<file path="src/pkg/rgc_pkg.sv">
// constants shared by the receiver gain control register bank
package rgc_pkg;
  // ********************
  // register offsets
  // ********************
  localparam logic [5:0] RGC_ADDR_CTRL = 6'h23;
  localparam logic [5:0] RGC_ADDR_THR  = 6'h24;
  localparam logic [5:0] RGC_ADDR_CFG  = 6'h25;
  localparam logic [5:0] RGC_ADDR_STEP = 6'h26;
  // ********************
  // field positions
  // ********************
  localparam int RGC_CTRL_OE_BIT    = 11;
  localparam int RGC_CTRL_GAIN_LSB  = 4;
  localparam int RGC_CTRL_OVR_LSB   = 2;
  localparam int RGC_THR_HYST_LSB   = 12;
  localparam int RGC_THR_HIGH_LSB   = 6;
  localparam int RGC_CFG_BLANK_BIT  = 14;
  localparam int RGC_CFG_BOOST_BIT  = 13;
  localparam int RGC_CFG_SETTLE_LSB = 11;
  localparam int RGC_CFG_PEAK_LSB   = 8;
  localparam int RGC_CFG_WIN_LSB    = 6;
  localparam int RGC_STEP_M2H_LSB   = 5;
  // ********************
  // values after reset
  // ********************
  localparam logic [6:0] RGC_RST_GAIN   = 7'h7f;
  localparam logic [3:0] RGC_RST_HYST   = 4'h3;
  localparam logic [5:0] RGC_RST_THR_H  = 6'h19;
  localparam logic [5:0] RGC_RST_THR_L  = 6'h09;
  localparam logic [1:0] RGC_RST_SETTLE = 2'h1;
  localparam logic [1:0] RGC_RST_WIN    = 2'h1;
  localparam logic [5:0] RGC_RST_TARGET = 6'h14;
  localparam logic [4:0] RGC_RST_M2H    = 5'h09;
  localparam logic [4:0] RGC_RST_L2M    = 5'h0a;
  // ********************
  // mode codes and loop constants
  // ********************
  localparam logic [1:0] RGC_MODE_AUTO = 2'h0;
  localparam logic [1:0] RGC_MODE_LOW  = 2'h1;
  localparam logic [1:0] RGC_MODE_MID  = 2'h2;
  localparam logic [1:0] RGC_MODE_HIGH = 2'h3;
  // one 14 dB stage in gain codes of 2 dB
  localparam logic [6:0] RGC_STAGE_CODES = 7'h07;
  localparam int         RGC_WIN_BASE_SHIFT = 3;
  localparam logic [2:0] RGC_SETTLE_BASE = 3'h1;
endpackage

</file>
<file path="src/logic/rgc_avg.sv">
// accumulate-and-dump averager of the received level
`timescale 1ns/1ns
module rgc_avg
  import rgc_pkg::*;
#(
  parameter int LEVEL_W = 6
) (
  input  wire logic               clock_in,
  input  wire logic               rst_in,
  input  wire logic               sample_valid_in,
  input  wire logic [LEVEL_W-1:0] sample_level_in,
  input  wire logic [1:0]         win_code_in,
  output logic      [LEVEL_W-1:0] avg_out,
  output logic                    avg_valid_out
);
  localparam int ACC_W = LEVEL_W + 6;
  logic [ACC_W-1:0]   acc_reg,   acc_next;
  logic [6:0]         cnt_reg,   cnt_next;
  logic [LEVEL_W-1:0] avg_reg,   avg_next;
  logic               vld_reg,   vld_next;
  logic [6:0]         win_len;
  logic [ACC_W-1:0]   acc_sum;

  always_comb begin
    win_len  = 7'(8 << win_code_in);
    acc_sum  = acc_reg + ACC_W'(sample_level_in);
    acc_next = acc_reg;
    cnt_next = cnt_reg;
    avg_next = avg_reg;
    vld_next = 1'b0;
    if (sample_valid_in) begin
      if (cnt_reg + 7'h01 >= win_len) begin
        // dump: divide by the window length with a shift
        avg_next = LEVEL_W'(acc_sum >> (RGC_WIN_BASE_SHIFT + int'(win_code_in)));
        vld_next = 1'b1;
        acc_next = '0;
        cnt_next = '0;
      end else begin
        acc_next = acc_sum;
        cnt_next = cnt_reg + 7'h01;
      end
    end
  end

  always_ff @(posedge clock_in or posedge rst_in) begin
    if (rst_in) begin
      acc_reg <= '0;
      cnt_reg <= '0;
      avg_reg <= '0;
      vld_reg <= 1'b0;
    end else begin
      acc_reg <= acc_next;
      cnt_reg <= cnt_next;
      avg_reg <= avg_next;
      vld_reg <= vld_next;
    end
  end

  assign avg_out       = avg_reg;
  assign avg_valid_out = vld_reg;
endmodule

</file>
<file path="src/logic/rgc_mode_sel.sv">
// front-end gain mode choice with hysteresis
`timescale 1ns/1ns
module rgc_mode_sel
  import rgc_pkg::*;
(
  input  wire logic       clock_in,
  input  wire logic       rst_in,
  input  wire logic       eval_in,
  input  wire logic [6:0] gain_in,
  input  wire logic [5:0] thr_low_in,
  input  wire logic [5:0] thr_high_in,
  input  wire logic [3:0] hyst_in,
  output logic      [1:0] mode_out,
  output logic            up_out,
  output logic            down_out
);
  typedef enum logic [1:0] {MS_LOW, MS_MID, MS_HIGH} rgc_ms_t;
  rgc_ms_t    st_reg, st_next;
  logic       up_reg, up_next;
  logic       dn_reg, dn_next;
  logic [7:0] g_lo, g_hi, hi_up, hi_dn, lo_up, lo_dn;

  always_comb begin
    g_lo  = {1'b0, gain_in} + {4'h0, hyst_in};
    g_hi  = {1'b0, gain_in};
    hi_up = {2'b00, thr_high_in} + {4'h0, hyst_in};
    hi_dn = {2'b00, thr_high_in};
    lo_up = {2'b00, thr_low_in} + {4'h0, hyst_in};
    lo_dn = {2'b00, thr_low_in};
    st_next = st_reg;
    up_next = 1'b0;
    dn_next = 1'b0;
    if (eval_in) begin
      // a little vga gain left means a strong signal: drop front-end gain
      unique case (st_reg)
        MS_HIGH: if (g_lo < hi_dn) begin st_next = MS_MID; dn_next = 1'b1; end
        MS_MID: begin
          if (g_hi > hi_up) begin
            st_next = MS_HIGH;
            up_next = 1'b1;
          end else if (g_lo < lo_dn) begin
            st_next = MS_LOW;
            dn_next = 1'b1;
          end
        end
        MS_LOW:  if (g_hi > lo_up) begin st_next = MS_MID; up_next = 1'b1; end
        default: st_next = MS_HIGH;
      endcase
    end
  end

  always_ff @(posedge clock_in or posedge rst_in) begin
    if (rst_in) begin
      st_reg <= MS_HIGH;
      up_reg <= 1'b0;
      dn_reg <= 1'b0;
    end else begin
      st_reg <= st_next;
      up_reg <= up_next;
      dn_reg <= dn_next;
    end
  end

  assign mode_out = (st_reg == MS_LOW) ? RGC_MODE_LOW : (st_reg == MS_MID) ? RGC_MODE_MID : RGC_MODE_HIGH;
  assign up_out   = up_reg;
  assign down_out = dn_reg;
endmodule

</file>
<file path="src/logic/rgc_regs.sv">
// receiver gain control registers and gain loop
//
// What this block does
// - override bit applies manual amplifier gain
// - gain field writes manual, reads gain used
// - front-end override: auto, low, mid, high
// - status shows front-end mode in effect
// - four-bit mode hysteresis, 2 dB, reset 3
// - mid/high switch level, reset 25
// - low/mid switch level, reset 9
// - blanking select chooses when amplifier blanks
// - settle wait after gain change, reset 1
// - three peak detector enables, one each
// - averaging window 8 to 64 samples
// - loop target level, 2 dB, reset 20
// - mid to high gain step, reset 9
// - low to mid gain step, reset 10
`timescale 1ns/1ns
module rgc_regs
  import rgc_pkg::*;
#(
  parameter int LEVEL_W = 6
) (
  input  wire logic               clock_in,
  input  wire logic               rst_in,
  input  wire logic [5:0]         reg_addr_in,
  input  wire logic               reg_wr_in,
  input  wire logic               reg_rd_in,
  input  wire logic [15:0]        reg_wdata_in,
  input  wire logic               rx_active_in,
  input  wire logic               sample_valid_in,
  input  wire logic [LEVEL_W-1:0] sample_level_in,
  input  wire logic [2:0]         peak_hit_in,
  output logic      [15:0]        reg_rdata_out,
  output logic      [6:0]         vga_gain_out,
  output logic      [1:0]         frontend_mode_out,
  output logic                    blank_out,
  output logic      [2:0]         peak_enable_out,
  output logic                    peak_boost_out
);
  // ********************
  // register file
  // ********************
  logic        gain_oe_reg,      gain_oe_next;
  logic [6:0]  manual_gain_reg,  manual_gain_next;
  logic [1:0]  mode_ovr_reg,     mode_ovr_next;
  logic [3:0]  hyst_reg,         hyst_next;
  logic [5:0]  thr_h_reg,        thr_h_next;
  logic [5:0]  thr_l_reg,        thr_l_next;
  logic        blank_sel_reg,    blank_sel_next;
  logic        boost_reg,        boost_next;
  logic [1:0]  settle_reg,       settle_next;
  logic [2:0]  peak_sel_reg,     peak_sel_next;
  logic [1:0]  win_reg,          win_next;
  logic [5:0]  target_reg,       target_next;
  logic [4:0]  m2h_reg,          m2h_next;
  logic [4:0]  l2m_reg,          l2m_next;
  logic [15:0] rdata_reg,        rdata_next;
  // ********************
  // loop state
  // ********************
  logic [6:0]  agc_gain_reg,     agc_gain_next;
  logic [6:0]  used_gain_reg,    used_gain_next;
  logic [1:0]  mode_stat_reg,    mode_stat_next;
  logic [2:0]  settle_cnt_reg,   settle_cnt_next;
  logic        peak_seen_reg,    peak_seen_next;
  logic        blank_reg,        blank_next;
  logic        eval_reg,         eval_next;
  logic [2:0]  peak_s1_reg,      peak_s2_reg;
  logic [LEVEL_W-1:0] avg_level;
  logic        avg_valid;
  logic [1:0]  sel_mode;
  logic        sel_up,           sel_down;
  logic        peak_hit;
  logic signed [8:0] sum;
  logic [6:0]  step;

  always_comb begin
    gain_oe_next     = gain_oe_reg;
    manual_gain_next = manual_gain_reg;
    mode_ovr_next    = mode_ovr_reg;
    hyst_next        = hyst_reg;
    thr_h_next       = thr_h_reg;
    thr_l_next       = thr_l_reg;
    blank_sel_next   = blank_sel_reg;
    boost_next       = boost_reg;
    settle_next      = settle_reg;
    peak_sel_next    = peak_sel_reg;
    win_next         = win_reg;
    target_next      = target_reg;
    m2h_next         = m2h_reg;
    l2m_next         = l2m_reg;
    rdata_next       = rdata_reg;
    // reserved bits are dropped on write; software keeps them zero
    if (reg_wr_in) begin
      unique case (reg_addr_in)
        RGC_ADDR_CTRL: begin
          gain_oe_next     = reg_wdata_in[RGC_CTRL_OE_BIT];
          manual_gain_next = reg_wdata_in[RGC_CTRL_GAIN_LSB +: 7];
          mode_ovr_next    = reg_wdata_in[RGC_CTRL_OVR_LSB +: 2];
        end
        RGC_ADDR_THR: begin
          hyst_next  = reg_wdata_in[RGC_THR_HYST_LSB +: 4];
          thr_h_next = reg_wdata_in[RGC_THR_HIGH_LSB +: 6];
          thr_l_next = reg_wdata_in[5:0];
        end
        RGC_ADDR_CFG: begin
          blank_sel_next = reg_wdata_in[RGC_CFG_BLANK_BIT];
          boost_next     = reg_wdata_in[RGC_CFG_BOOST_BIT];
          settle_next    = reg_wdata_in[RGC_CFG_SETTLE_LSB +: 2];
          peak_sel_next  = reg_wdata_in[RGC_CFG_PEAK_LSB +: 3];
          win_next       = reg_wdata_in[RGC_CFG_WIN_LSB +: 2];
          target_next    = reg_wdata_in[5:0];
        end
        RGC_ADDR_STEP: begin
          m2h_next = reg_wdata_in[RGC_STEP_M2H_LSB +: 5];
          l2m_next = reg_wdata_in[4:0];
        end
        default: ;
      endcase
    end
    if (reg_rd_in) begin
      unique case (reg_addr_in)
        RGC_ADDR_CTRL: rdata_next = {4'h0, gain_oe_reg, used_gain_reg, mode_ovr_reg, mode_stat_reg};
        RGC_ADDR_THR:  rdata_next = {hyst_reg, thr_h_reg, thr_l_reg};
        RGC_ADDR_CFG:  rdata_next = {1'b0, blank_sel_reg, boost_reg, settle_reg, peak_sel_reg, win_reg, target_reg};
        RGC_ADDR_STEP: rdata_next = {6'h00, m2h_reg, l2m_reg};
        default:       rdata_next = 16'h0000;
      endcase
    end
  end

  always_ff @(posedge clock_in or posedge rst_in) begin
    if (rst_in) begin
      gain_oe_reg     <= 1'b0;
      manual_gain_reg <= RGC_RST_GAIN;
      mode_ovr_reg    <= RGC_MODE_AUTO;
      hyst_reg        <= RGC_RST_HYST;
      thr_h_reg       <= RGC_RST_THR_H;
      thr_l_reg       <= RGC_RST_THR_L;
      blank_sel_reg   <= 1'b0;
      boost_reg       <= 1'b0;
      settle_reg      <= RGC_RST_SETTLE;
      peak_sel_reg    <= 3'h0;
      win_reg         <= RGC_RST_WIN;
      target_reg      <= RGC_RST_TARGET;
      m2h_reg         <= RGC_RST_M2H;
      l2m_reg         <= RGC_RST_L2M;
      rdata_reg       <= 16'h0000;
    end else begin
      gain_oe_reg     <= gain_oe_next;
      manual_gain_reg <= manual_gain_next;
      mode_ovr_reg    <= mode_ovr_next;
      hyst_reg        <= hyst_next;
      thr_h_reg       <= thr_h_next;
      thr_l_reg       <= thr_l_next;
      blank_sel_reg   <= blank_sel_next;
      boost_reg       <= boost_next;
      settle_reg      <= settle_next;
      peak_sel_reg    <= peak_sel_next;
      win_reg         <= win_next;
      target_reg      <= target_next;
      m2h_reg         <= m2h_next;
      l2m_reg         <= l2m_next;
      rdata_reg       <= rdata_next;
    end
  end

  // ********************
  // peak detector synchroniser
  // ********************
  // detector flags come from the analog chain, asynchronous to this clock
  always_ff @(posedge clock_in or posedge rst_in) begin
    if (rst_in) begin
      peak_s1_reg <= 3'h0;
      peak_s2_reg <= 3'h0;
    end else begin
      peak_s1_reg <= peak_hit_in;
      peak_s2_reg <= peak_s1_reg;
    end
  end
  assign peak_hit = |(peak_s2_reg & peak_sel_reg);

  rgc_avg #(.LEVEL_W(LEVEL_W)) u_avg (
    .clock_in        (clock_in),
    .rst_in          (rst_in),
    .sample_valid_in (sample_valid_in && rx_active_in),
    .sample_level_in (sample_level_in),
    .win_code_in     (win_reg),
    .avg_out         (avg_level),
    .avg_valid_out   (avg_valid)
  );

  rgc_mode_sel u_mode (
    .clock_in    (clock_in),
    .rst_in      (rst_in),
    .eval_in     (eval_reg),
    .gain_in     (agc_gain_reg),
    .thr_low_in  (thr_l_reg),
    .thr_high_in (thr_h_reg),
    .hyst_in     (hyst_reg),
    .mode_out    (sel_mode),
    .up_out      (sel_up),
    .down_out    (sel_down)
  );

  // ********************
  // gain loop
  // ********************
  always_comb begin
    agc_gain_next   = agc_gain_reg;
    settle_cnt_next = settle_cnt_reg;
    peak_seen_next  = peak_seen_reg | peak_hit;
    eval_next       = 1'b0;
    blank_next      = 1'b0;
    sum             = '0;
    step            = '0;
    if (rx_active_in && avg_valid) begin
      // a peak in the dump cycle is kept for the next window
      peak_seen_next = peak_hit;
      if (settle_cnt_reg != 3'h0) begin
        settle_cnt_next = settle_cnt_reg - 3'h1;
      end else begin
        sum = $signed({2'b00, agc_gain_reg}) + $signed({3'b000, target_reg})
            - $signed({3'b000, avg_level});
        if (peak_seen_reg) begin
          sum = sum - $signed({2'b00, RGC_STAGE_CODES});
        end
        if (sum < 0) begin
          agc_gain_next = 7'h00;
        end else if (sum > 9'sd127) begin
          agc_gain_next = 7'h7f;
        end else begin
          agc_gain_next = sum[6:0];
        end
        eval_next = (mode_ovr_reg == RGC_MODE_AUTO);
        if (agc_gain_next != agc_gain_reg) begin
          settle_cnt_next = {1'b0, settle_reg} + RGC_SETTLE_BASE;
        end
        // losing a whole stage or more counts as switching it out
        // one bit wider so a new gain near the top cannot wrap and fake a stage drop
        blank_next = ({1'b0, agc_gain_reg} >= {1'b0, agc_gain_next} + {1'b0, RGC_STAGE_CODES})
                   && !blank_sel_reg;
      end
    end else if (sel_up || sel_down) begin
      // front-end gain moved: give the opposite step to the amplifier
      step = (sel_mode == RGC_MODE_HIGH || (sel_down && sel_mode == RGC_MODE_MID))
           ? {2'b00, m2h_reg} : {2'b00, l2m_reg};
      if (sel_up) begin
        agc_gain_next = (agc_gain_reg > step) ? agc_gain_reg - step : 7'h00;
      end else begin
        agc_gain_next = (7'h7f - agc_gain_reg > step) ? agc_gain_reg + step : 7'h7f;
      end
      settle_cnt_next = {1'b0, settle_reg} + RGC_SETTLE_BASE;
    end
    used_gain_next = gain_oe_reg ? manual_gain_reg : agc_gain_reg;
    mode_stat_next = (mode_ovr_reg != RGC_MODE_AUTO) ? mode_ovr_reg : sel_mode;
    if (gain_oe_reg) begin
      blank_next = blank_sel_reg && rx_active_in;
    end
  end

  always_ff @(posedge clock_in or posedge rst_in) begin
    if (rst_in) begin
      agc_gain_reg   <= RGC_RST_GAIN;
      used_gain_reg  <= RGC_RST_GAIN;
      mode_stat_reg  <= RGC_MODE_HIGH;
      settle_cnt_reg <= 3'h0;
      peak_seen_reg  <= 1'b0;
      blank_reg      <= 1'b0;
      eval_reg       <= 1'b0;
    end else begin
      agc_gain_reg   <= agc_gain_next;
      used_gain_reg  <= used_gain_next;
      mode_stat_reg  <= mode_stat_next;
      settle_cnt_reg <= settle_cnt_next;
      peak_seen_reg  <= peak_seen_next;
      blank_reg      <= blank_next;
      eval_reg       <= eval_next;
    end
  end

  assign reg_rdata_out     = rdata_reg;
  assign vga_gain_out      = used_gain_reg;
  assign frontend_mode_out = mode_stat_reg;
  assign blank_out         = blank_reg;
  assign peak_enable_out   = peak_sel_reg;
  assign peak_boost_out    = boost_reg;
endmodule

</file>
<file path="config.mk">
export PLATFORM = sky130hd
export DESIGN_NAME = rgc_regs
export DESIGN_NICKNAME = d
export VERILOG_FILES = /design/src/pkg/rgc_pkg.sv /design/src/logic/rgc_avg.sv /design/src/logic/rgc_mode_sel.sv /design/src/logic/rgc_regs.sv
export SDC_FILE = /design/constraint.sdc
export NUM_CORES = 1
export LEC_CHECK = 0
export BUFFER_PORTS_ARGS = -buffer_cell sky130_fd_sc_hd__buf_2
export CORE_ASPECT_RATIO = 0.8
export CORE_MARGIN = 1
export CORE_UTILIZATION = 31
export CTS_CLUSTER_SIZE = 20
export DETAILED_ROUTE_END_ITERATION = 8
export PLACE_DENSITY_LB_ADDON = 0.15
export SYNTH_ARGS = -nofsm -noshare
export SYNTH_HDL_FRONTEND = slang
export SYNTH_SLANG_ARGS = --single-unit
</file>
<file path="constraint.sdc">
create_clock -name clock_in -period 15.9 [get_ports clock_in]
set_clock_uncertainty 0.15 [all_clocks]
set_input_delay 1.59 -clock clock_in [delete_from_list [all_inputs] [get_ports clock_in]]
set_output_delay 1.59 -clock clock_in [all_outputs]
set_load 0.05 [all_outputs]
</file>
Word level (Yosys, flattened, before mapping)
Index checks and enable logic that the tools add are counted.
{"block": "word_totals", "inputBits": 37, "output_inout_bits": 30, "register_bits": 125, "wordCells": 143}
{"block": "classes", "mux": 47, "n_lt_le_gt_ge": 10, "reduce_logical": 22, "eq_ne": 14, "n_bitwise": 2, "add_sub_neg": 15, "n_shift": 2}
{"cell": "7-bit two-way mux", "count": 12}
{"cell": "16-bit one-hot mux with 4 select lines", "count": 1}
{"cell": "12-bit by 32-bit >> shifter with 6-bit output", "count": 1}
{"cell": "9-bit two-way mux", "count": 3}
{"cell": "6-bit equality test, second input constant", "count": 4}
{"cell": "7-bit by 8-bit greater-than comparator with 1-bit output", "count": 2}
{"cell": "8-bit by 6-bit less-than comparator with 1-bit output", "count": 2}
{"cell": "1-bit two-way mux", "count": 16}
{"cell": "6-bit by 4-bit adder with 7-bit output", "count": 2}
{"cell": "7-bit by 5-bit greater-than comparator with 1-bit output", "count": 2}
{"cell": "2-bit AND reduction", "count": 7}
{"cell": "12-bit by 6-bit adder with 12-bit output", "count": 1}
{"cell": "12-bit two-way mux", "count": 1}
{"cell": "2-bit two-way mux", "count": 6}
{"cell": "3-bit two-way mux", "count": 4}
{"cell": "9-bit by 8-bit greater-than comparator with 1-bit output, second input constant", "count": 1}
{"cell": "9-bit by 1-bit less-than comparator with 1-bit output, second input constant", "count": 1}
{"cell": "8-bit by 6-bit subtractor with 9-bit output", "count": 1}
{"cell": "9-bit by 4-bit subtractor with 9-bit output, second input constant", "count": 1}
{"cell": "7-bit by 3-bit adder with 8-bit output, second input constant", "count": 1}
{"cell": "7-bit by 4-bit adder with 8-bit output", "count": 1}
{"cell": "7-bit by 6-bit adder with 8-bit output", "count": 1}
{"cell": "7-bit by 8-bit >= comparator with 1-bit output", "count": 1}
{"cell": "7-bit by 1-bit adder with 7-bit output, second input constant", "count": 1}
{"cell": "other kinds (27)", "count": 39}

Logic depth before layout (Yosys ltp)
Gate-level depths: netlist (run 1).
{"block": "logic_depth", "word_depth": 17, "ltp_mapped": 27, "ltp_nobuf": 27}

By module
From an unflattened synthesis (run 1), not the netlist that was laid out.
{"block": "hier_totals", "hier_cells": 975, "hier_area_um2": 9405.3}
{"module": "rgc_regs", "area_per_inst_um2": 6211.0, "n_inst": 1, "seq_area_each_um2": 2424.8, "cells_per_inst": 616}
{"module": "rgc_avg", "area_per_inst_um2": 1884.3, "n_inst": 1, "seq_area_each_um2": 650.6, "cells_per_inst": 208}
{"module": "rgc_mode_sel", "area_per_inst_um2": 1310.0, "n_inst": 1, "seq_area_each_um2": 101.3, "cells_per_inst": 151}

Least setup slack after synthesis (run 1)
OpenSTA, ideal clock, no wires.
{"block": "synth_path", "path_type": "reg-to-reg", "from": "reg agc_gain_reg[1]", "to": "reg blank_reg (netlist: blank_out)", "n_path_buf": 0, "setup_ns": 0.122, "slack_ns": 10.686, "stages_incl_launch_ff": 23, "synth_period_minus_slack_ns": 5.214, "required_time_ns": 15.628, "t_arrival_ns": 4.943, "path_cell_list": "dfstp_2 > inv_1 > fa_1 > inv_1 > ha_1 > a211oi_2 > or2_1 > o311ai_4 > nor4_2 > a21oi_1 > nor2_1 > nand2_1 > ha_1 > ha_1 > a21o_1 > a21o_1 > a21oi_1 > nor2b_1 > o21ai_0 > nand2b_1 > a21oi_1 > nor4_1 > a32o_1"}
{"block": "synth_between", "elab_chain_cells": 17, "elab_cells_between_ends": 18, "classes_between": "add/sub: 4; order compare: 3; mux: 10; reduce/logical: 1"}
{"item": "from (decl)", "line": "rgc_regs.sv:62", "rtl": "logic [6:0] agc_gain_reg, agc_gain_next;"}
{"item": "from (signal assigned)", "line": "rgc_regs.sv:273", "rtl": "agc_gain_reg <= agc_gain_next;"}
{"item": "7-bit by 6-bit adder with 8-bit output", "line": "rgc_regs.sv:224", "rtl": "sum = $signed({2'b00, agc_gain_reg}) + $signed({3'b000, target_reg})"}
{"item": "8-bit by 6-bit subtractor with 9-bit output", "line": "rgc_regs.sv:225", "rtl": "- $signed({3'b000, avg_level});"}
{"item": "9-bit by 4-bit subtractor with 9-bit output", "line": "rgc_regs.sv:227", "rtl": "sum = sum - $signed({2'b00, RGC_STAGE_CODES});"}
{"item": "9-bit two-way mux", "line": "rgc_regs.sv:226", "rtl": "if (peak_seen_reg) begin"}
{"item": "9-bit two-way mux", "line": "rgc_regs.sv:221", "rtl": "if (settle_cnt_reg != 3'h0) begin"}
{"item": "9-bit two-way mux", "line": "rgc_regs.sv:218", "rtl": "if (rx_active_in && avg_valid) begin"}
{"item": "9-bit by 8-bit greater-than comparator with 1-bit output", "line": "rgc_regs.sv:231", "rtl": "end else if (sum > 9'sd127) begin"}
{"item": "7-bit two-way mux", "line": "rgc_regs.sv:231"}
{"item": "[... 2 more ...]"}
{"item": "7-bit two-way mux", "line": "rgc_regs.sv:218"}
{"item": "7-bit by 3-bit adder with 8-bit output", "line": "rgc_regs.sv:242", "rtl": "blank_next = ({1'b0, agc_gain_reg} >= {1'b0, agc_gain_next} + {1'b0, RGC_STAGE_CODES})"}
{"item": "7-bit by 8-bit >= comparator with 1-bit output *", "line": "rgc_regs.sv:242"}
{"item": "1-bit logical AND *", "line": "rgc_regs.sv:243", "rtl": "&& !blank_sel_reg;"}
{"item": "1-bit two-way mux *", "line": "rgc_regs.sv:221"}
{"item": "1-bit two-way mux *", "line": "rgc_regs.sv:218"}
{"item": "1-bit two-way mux *", "line": "rgc_regs.sv:258", "rtl": "if (gain_oe_reg) begin"}
{"item": "net blank_next", "line": "rgc_regs.sv:67", "rtl": "logic blank_reg, blank_next;"}
{"item": "to (signal assigned)", "line": "rgc_regs.sv:278", "rtl": "blank_reg <= blank_next;"}
{"item": "to (decl)", "line": "rgc_regs.sv:67"}
The timed path passes the listed nets; every way through them passes the cells marked *. The select of a mux whose other input is x is not followed.
A chain may end at the register's enable or synchronous reset.

Worst setup path after layout (run 1)
Same ends and word-level chain as after synthesis.

==> results of run 1 <==
==> kinds of logic after synthesis <==
kind of cell	count (synthesis)	share of synthesized area, %
AO/OA/AOI/OAI	274	20.18
XOR/XNOR	40	3.877
adder cells (fa/ha/maj)	101	14.98
buffers and inverters	104	4.375
flip-flops	125	35.16
multiplexers	60	7.422
AND/OR/NAND/NOR	252	14.01
==> cell type report <==
cell class / count / area, sq um
clock inverter: 12 / 111.4
inverter: 69 / 264.0
fill: 2978 / 18180
clock buffer: 20 / 446.7
tap: 370 / 462.9
sequential: 125 / 3177
multi-input combinational: 727 / 5470
timing repair buffer: 72 / 375.4
==> critical path: stages (launching register included) <==
cell and delay, ns:
dfstp_2 0.66, inv_1 0.21, fa_1 0.60, inv_1 0.06
ha_1 0.29, a211oi_2 0.30, or2_1 0.31, o311ai_4 0.18
nor4_2 0.58, a21oi_1 0.16, nor2_1 0.45, nand2_1 0.16
ha_1 0.31, ha_1 0.27, a21o_1 0.16, a21o_1 0.18
a21oi_1 0.15, nor2b_1 0.06, o21ai_0 0.13, nand2b_1 0.07
a21oi_1 0.15, nor4_1 0.06, a32o_1 0.25
==> per-layer routing <==
layer / vias to the layer above / track usage [%] / part of all wire, %
met5: - / 0 / 0
met4: 0 / 4.274 / 0.80
met3: 16 / 3.199 / 3.9
met2: 132 / 24.80 / 41
met1: 3513 / 29.00 / 54
li1: 3553 / - / -
==> cells in the mapped netlist (all sizes together) (6+ instances only) <==
library cell  count
or2               9
xor2             10
dfstp            39
dfrtp            86
a21o             27
nand2            85
o22ai            12
ha               89
a21oi            41
nor3             10
fa               12
a31oi             6
nand3            27
o31ai             9
o21a             11
a222oi           11
mux2             56
o21bai            8
xnor2            30
inv              69
a211oi            8
nand2b           18
nor2b            18
o21ai            98
clkbuf           32
nor2             46
==> how the worst min path moves through the flow <==
stage	startpoint	endpoint	slack, ns	cells after the start
after floorplan	peak_s1_reg[0]	peak_s2_reg[0]	0.18	0
after global placement	peak_s1_reg[1]	peak_s2_reg[1]	0.19	0
after detailed placement	peak_s1_reg[0]	peak_s2_reg[0]	0.19	0
after CTS	peak_s1_reg[0]	peak_s2_reg[0]	0.20	0
after global routing	peak_s1_reg[2]	peak_s2_reg[2]	0.21	0
final	peak_s1_reg[1]	peak_s2_reg[1]	0.20	0
==> per-stage QoR <==
step	worst slack [ns]	utilization [%]	power (mW)	hold slack [ns]	cell area, sq um
floorplan	10.69	-	1.762	0.1812	9036
global placement	10.07	34.22	2.153	0.1852	9749
detailed placement	9.991	34.22	2.144	0.1887	9749
CTS	9.933	36.18	2.538	0.2016	10310
global route	9.390	36.18	2.784	0.2086	10310
finish	9.892	36.18	2.527	0.1998	10310
==> where the power goes <==
group,total (mW),switching (mW),internal [mW]
Combinational,1.66,0.978,0.684
Sequential,0.491,0.0920,0.399
Clock,0.374,0.154,0.220
==> results.md, run 1 <==
* Die Width at 192.9 microns
* Initial antenna violation count at 0
* I/O pin cnt at 67
* Dpl cells at 1,363
* Flop and latch count out of synthesis at 125
* CTS tree: yes
* DR DRC count at 0
* Detail Route Antenna Nets at 0
* Pin count of the biggest net entering global routing at 65
* Max reg flops at 16
* Vias in the first global route at 6,851
* Initial core utilization at 31.72%
* Rel. slew slack at 35.53%
* Crit start category: register
* Post-CTS setup repair buffer count at 0
* Fmax achieved at 166.4 MHz
* Synth Cell Area at 9036 sq um
* Die area at 29,840 sq um
* Final Hold Viols at 0
* Commonest register cell after synthesis: dfrtp_1
* Ys async rst share at 100.0%
* Leakage at 4.594 nW
* Worst Setup SP: agc_gain_reg[1]
* Maximum fanout along the worst path at 9
* Synth area leader: dfrtp_1
* Synth Net Count at 1,094
* Syn Inst Count at 956
* Nets at 1,150
* Clk slew on worst S/H paths at 0.06 ns
* CTS root buffer: clkbuf_16
* Final Instance Count excl. Fillers at 1,395
* CP Capture Point: blank_out
* Worst Reg-to-Reg Cells at 22
* Vias/cell at 5.171
* Setup TNS at 0 ns
* Layout cells sized above 1 at 21.76%
* Final Critical Period at 6.008 ns
* Reg2reg start: agc_gain_reg[1]
* CTS Buf Count at 17
* Synthesized area per cell at 9.452 sq um
* Commonest non-fill, non-tap cell in the layout: o21ai_0
* First-pass GRT wire length at 40,650 microns
* CTS Buffer Depth at 2
* Most frequent cells in the layout: o21ai_0 (95), ha_1 (89), dfrtp_1 (86)
* Synthesis-to-finish area growth at 14.07%
* Die height at 154.7 microns
* Critical path type: register to register
* R2r endpoint: blank_out
* Final wirelength at 25,940 microns
* Critical Path AT at 6.17 ns
* Hold_buf cts at 0
* Area contributors post-synth: dfrtp_1 (24%), ha_1 (12%), dfstp_2 (11%), mux2_2 (7.0%), o21ai_0 (5.3%)
* MaxCap Viol Count at 0
* Fin crit share at 37.79%
* Drt first pass iters at 5
* Clock Latency Late Sink at 0.44 ns
* Detailed Place HPWL at 19,740 microns
* Yosys warns at 0
* CP Capture Type: register
* Synth unique cells at 74
* Grt total ovfl at 0
* Hold WC Path Type: register to register
* Count of pins over their slew limit at 0
* PostCTS Resize Cnt at 0
* H-tree levels at 4
* Worst-Margin Slew at 0.9671 ns
* EDFF count, synth at 0
* PortBufs at 66
* Post-synth top area share at 23.82%
* TritonCTS Sinks at 125
* First DRT Iteration DRCs at 475
* Standard-cell rows at 55
* Worst R2R Setup Slack at 9.89 ns
* GRT Total Usage at 18.23%
* CORE AREA at 28,490 sq um
* WL/cell at 18.59 microns
* GPL Wtd Cong at 0.8603
* PD cells at 245.1 nW/um^2
* Status: complete, no violations
* Via Count at 7,214
* Register area share after synthesis at 35.16%
* RSZ-0062 raised after global routing: no
* Peak VDD IR at 153.7 uV
* Critical path required time at 16.06 ns
* Final setup vio count at 0
* Antenna Cells at 0
Note: power is estimated with default switching activity, not from simulation.
==> run 2: changes to the inputs <==
==> constraint.sdc (replaced) <==
create_clock -name clock_in -period 4.95 [get_ports clock_in]
set_clock_uncertainty 0.15 [all_clocks]
set_input_delay 0.495 -clock clock_in [delete_from_list [all_inputs] [get_ports clock_in]]
set_output_delay 0.495 -clock clock_in [all_outputs]
set_load 0.05 [all_outputs]
==> run 2 against run 1 <==
Fmax grew 24%. Wire length grew 4.7%. Cell count grew 4.2%.
==> results.md, run 2 (same netlist as run 1, synthesis figures left out) <==
* Dpl cells at 1,403 (was 1,363)
* Status: complete, no violations (unchanged)
* RSZ-0062 raised after global routing: yes (was no)
* CP peak stage delay at 0.53 ns (was 0.66 ns)
* Detail Route Antenna Nets at 0 (unchanged)
* Final Instance Count excl. Fillers at 1,454 (was 1,395)
* Final Hold Viols at 0 (unchanged)
* Grt total ovfl at 0 (unchanged)
* I/O pin cnt at 67 (unchanged)
* CTS tree: yes (unchanged)
* Synthesis-to-finish area growth at 22.60% (was 14.07%)
* H-tree levels at 4 (unchanged)
* Vias in the first global route at 7,101 (was 6,851)
* Drt first pass iters at 5 (unchanged)
* First DRT Iteration DRCs at 527 (was 475)
* Most frequent cells in the layout: o21ai_0 (91), dfrtp_1 (86), nand2_1 (84) (was o21ai_0 (95), ha_1 (89), dfrtp_1 (86))
* Final setup vio count at 0 (unchanged)
* Fill cells at 2,917 (was 2,978)
* Final Critical Period at 4.862 ns (was 6.008 ns)
* First-pass GRT wire length at 42,110 microns (was 40,650 microns)
* Pin count of the biggest net entering global routing at 88 (was 65)
* Initial core utilization at 31.72% (unchanged)
* WL/cell at 18.67 microns (was 18.59 microns)
* CTS root buffer: clkbuf_16 (unchanged)
* TritonCTS Sinks at 125 (unchanged)
* Layout cells sized above 1 at 29.61% (was 21.76%)
* Crit path top cell by count: inv_1
* Hold WC Path Type: input pin to asynchronous set/reset pin (was register to register)
* Fin crit share at 98.23% (was 37.79%)
* CP max-delay cell: dfstp_2 (unchanged)
* Maximum fanout along the worst path at 5 (was 9)
* GPL Wtd Cong at 0.8536 (was 0.8603)
* Die area at 29,840 sq um (unchanged)
* Crit path cell chain: inv_1 > fa_1 > inv_1 > ha_4 > buf_4 > nand2b_4 > a2111oi_4 > a211oi_4 > nor4_4 > buf_6 > mux2_4 > or3_4 > xnor2_1 > ha_1 > a21o_1 > a21oi_1 > nor2b_1 > o21ai_1 > nand2b_1 > a21oi_2 > nor4_1 > a32o_1 (was inv_1 > fa_1 > inv_1 > ha_1 > a211oi_2 > or2_1 > o311ai_4 > nor4_2 > a21oi_1 > nor2_1 > nand2_1 > ha_1 > ha_1 > a21o_1 > a21o_1 > a21oi_1 > nor2b_1 > o21ai_0 > nand2b_1 > a21oi_1 > nor4_1 > a32o_1)
* Initial antenna violation count at 0 (unchanged)
* Die height at 154.7 microns (unchanged)
* Clk slew on worst S/H paths at 0.06 ns (about the same)
* Worst Reg-to-Reg Cells at 22 (unchanged)
* CORE AREA at 28,490 sq um (unchanged)
* Critical path required time at 5.11 ns (was 16.06 ns)
* Commonest non-fill, non-tap cell in the layout: o21ai_0 (unchanged)
* Standard-cell rows at 55 (unchanged)
* CTS Buffer Depth at 2 (unchanged)
* Antenna Cells at 0 (unchanged)
* MaxCap Viol Count at 0 (unchanged)
* Clock Latency Late Sink at 0.43 ns (was 0.44 ns)
* Die Width at 192.9 microns (unchanged)
* Worst R2R Setup Slack at 0.09 ns (was 9.89 ns)
* PortBufs at 66 (unchanged)
* DR DRC count at 0 (unchanged)
* Max reg flops at 16 (unchanged)
* CP Capture Type: register (unchanged)
* Fmax achieved at 205.7 MHz (was 166.4 MHz)
* Critical Path AT at 5.03 ns (was 6.17 ns)
* GRT Total Usage at 18.77% (was 18.23%)
* Rel. slew slack at 27.20% (was 35.53%)
* Nets at 1,209 (was 1,150)
* Via Count at 7,486 (was 7,214)
* Vias/cell at 5.149 (was 5.171)
* Count of pins over their slew limit at 0 (unchanged)
* Crit start category: register (unchanged)
* Worst-Margin Slew at 1.092 ns (was 0.9671 ns)
* CTS Buf Count at 17 (unchanged)
* Final wirelength at 27,150 microns (was 25,940 microns)
* Detailed Place HPWL at 20,260 microns (was 19,740 microns)
* Critical path type: register to register (unchanged)
==> run 2: worst paths after layout <==
kind	start	to
setup / recovery	target_reg[2]	blank_out
setup reg to reg	target_reg[2]	blank_out
hold / removal	rst_in	reg_rdata_out[6]
hold reg to reg	peak_s1_reg[2]	peak_s2_reg[2]
max in group asynchronous	rst_in	u_mode.st_reg[1]
min in group clock_in	reg_wdata_in[15]	hyst_reg[3]
==> run 2: critical path, delay by kind of cell, from the launching register on <==
kind | cells | cell delay [ns]
and+or+nand+nor | 6 | 0.86
AOI/OAI and AO/OA | 7 | 1.27
DFF | 1 | 0.53
xor gates and xnor gates | 1 | 0.13
adders and majority gates | 3 | 1.10
muxes | 1 | 0.31
buffers and inverters | 4 | 0.41
==> run 2: cell type report <==
cell class	instances	area, sq um	share of cell area [%]
Timing Repair Buffer	131	833.3	7.522
Sequential cell	125	3177	28.68
Multi-Input combinational cell	727	5766	52.04
Tap cell	370	462.9	4.179
Clock inverter	13	132.6	1.197
Clock buffer	19	442.9	3.998
Inverter	69	264.0	2.383
==> run 2: what timing repair did <==
item	in CTS	in global routing
pin swaps	9	29
hold buffers	3	0
setup buffers	3	13
endpoints found under the hold margin	3	0
gates resized for setup	9	43
setup endpoints to repair	1	2
==> run 2: per-stage QoR <==
step                TNS (ns)  cell area, sq um  hold slack, ns  util (%)  worst slack [ns]
floorplan                  0              9071          0.1812         -          0.003789
global placement    -0.02494             10080          0.1828     35.40          -0.02494
detailed placement  -0.08011             10080          0.1858     35.40          -0.08011
CTS                        0             10750          0.1118     37.72          0.002852
global route         -0.1467             11080          0.1325     38.88           -0.1467
finish                     0             11080         0.09348     38.88           0.08751
==> run 2: per-layer routing <==
metal	vias up	share of wire [%]	GRT usage (%)
met5	-	0	0
met4	0	0.55	3.487
met3	12	3.4	3.336
met2	112	41	25.14
met1	3684	55	30.51
li1	3678	-	-
Power of run 2 is left out: the tool's default activity adds up to more than one toggle a clock period on the data nets, which glitch-free logic cannot reach.
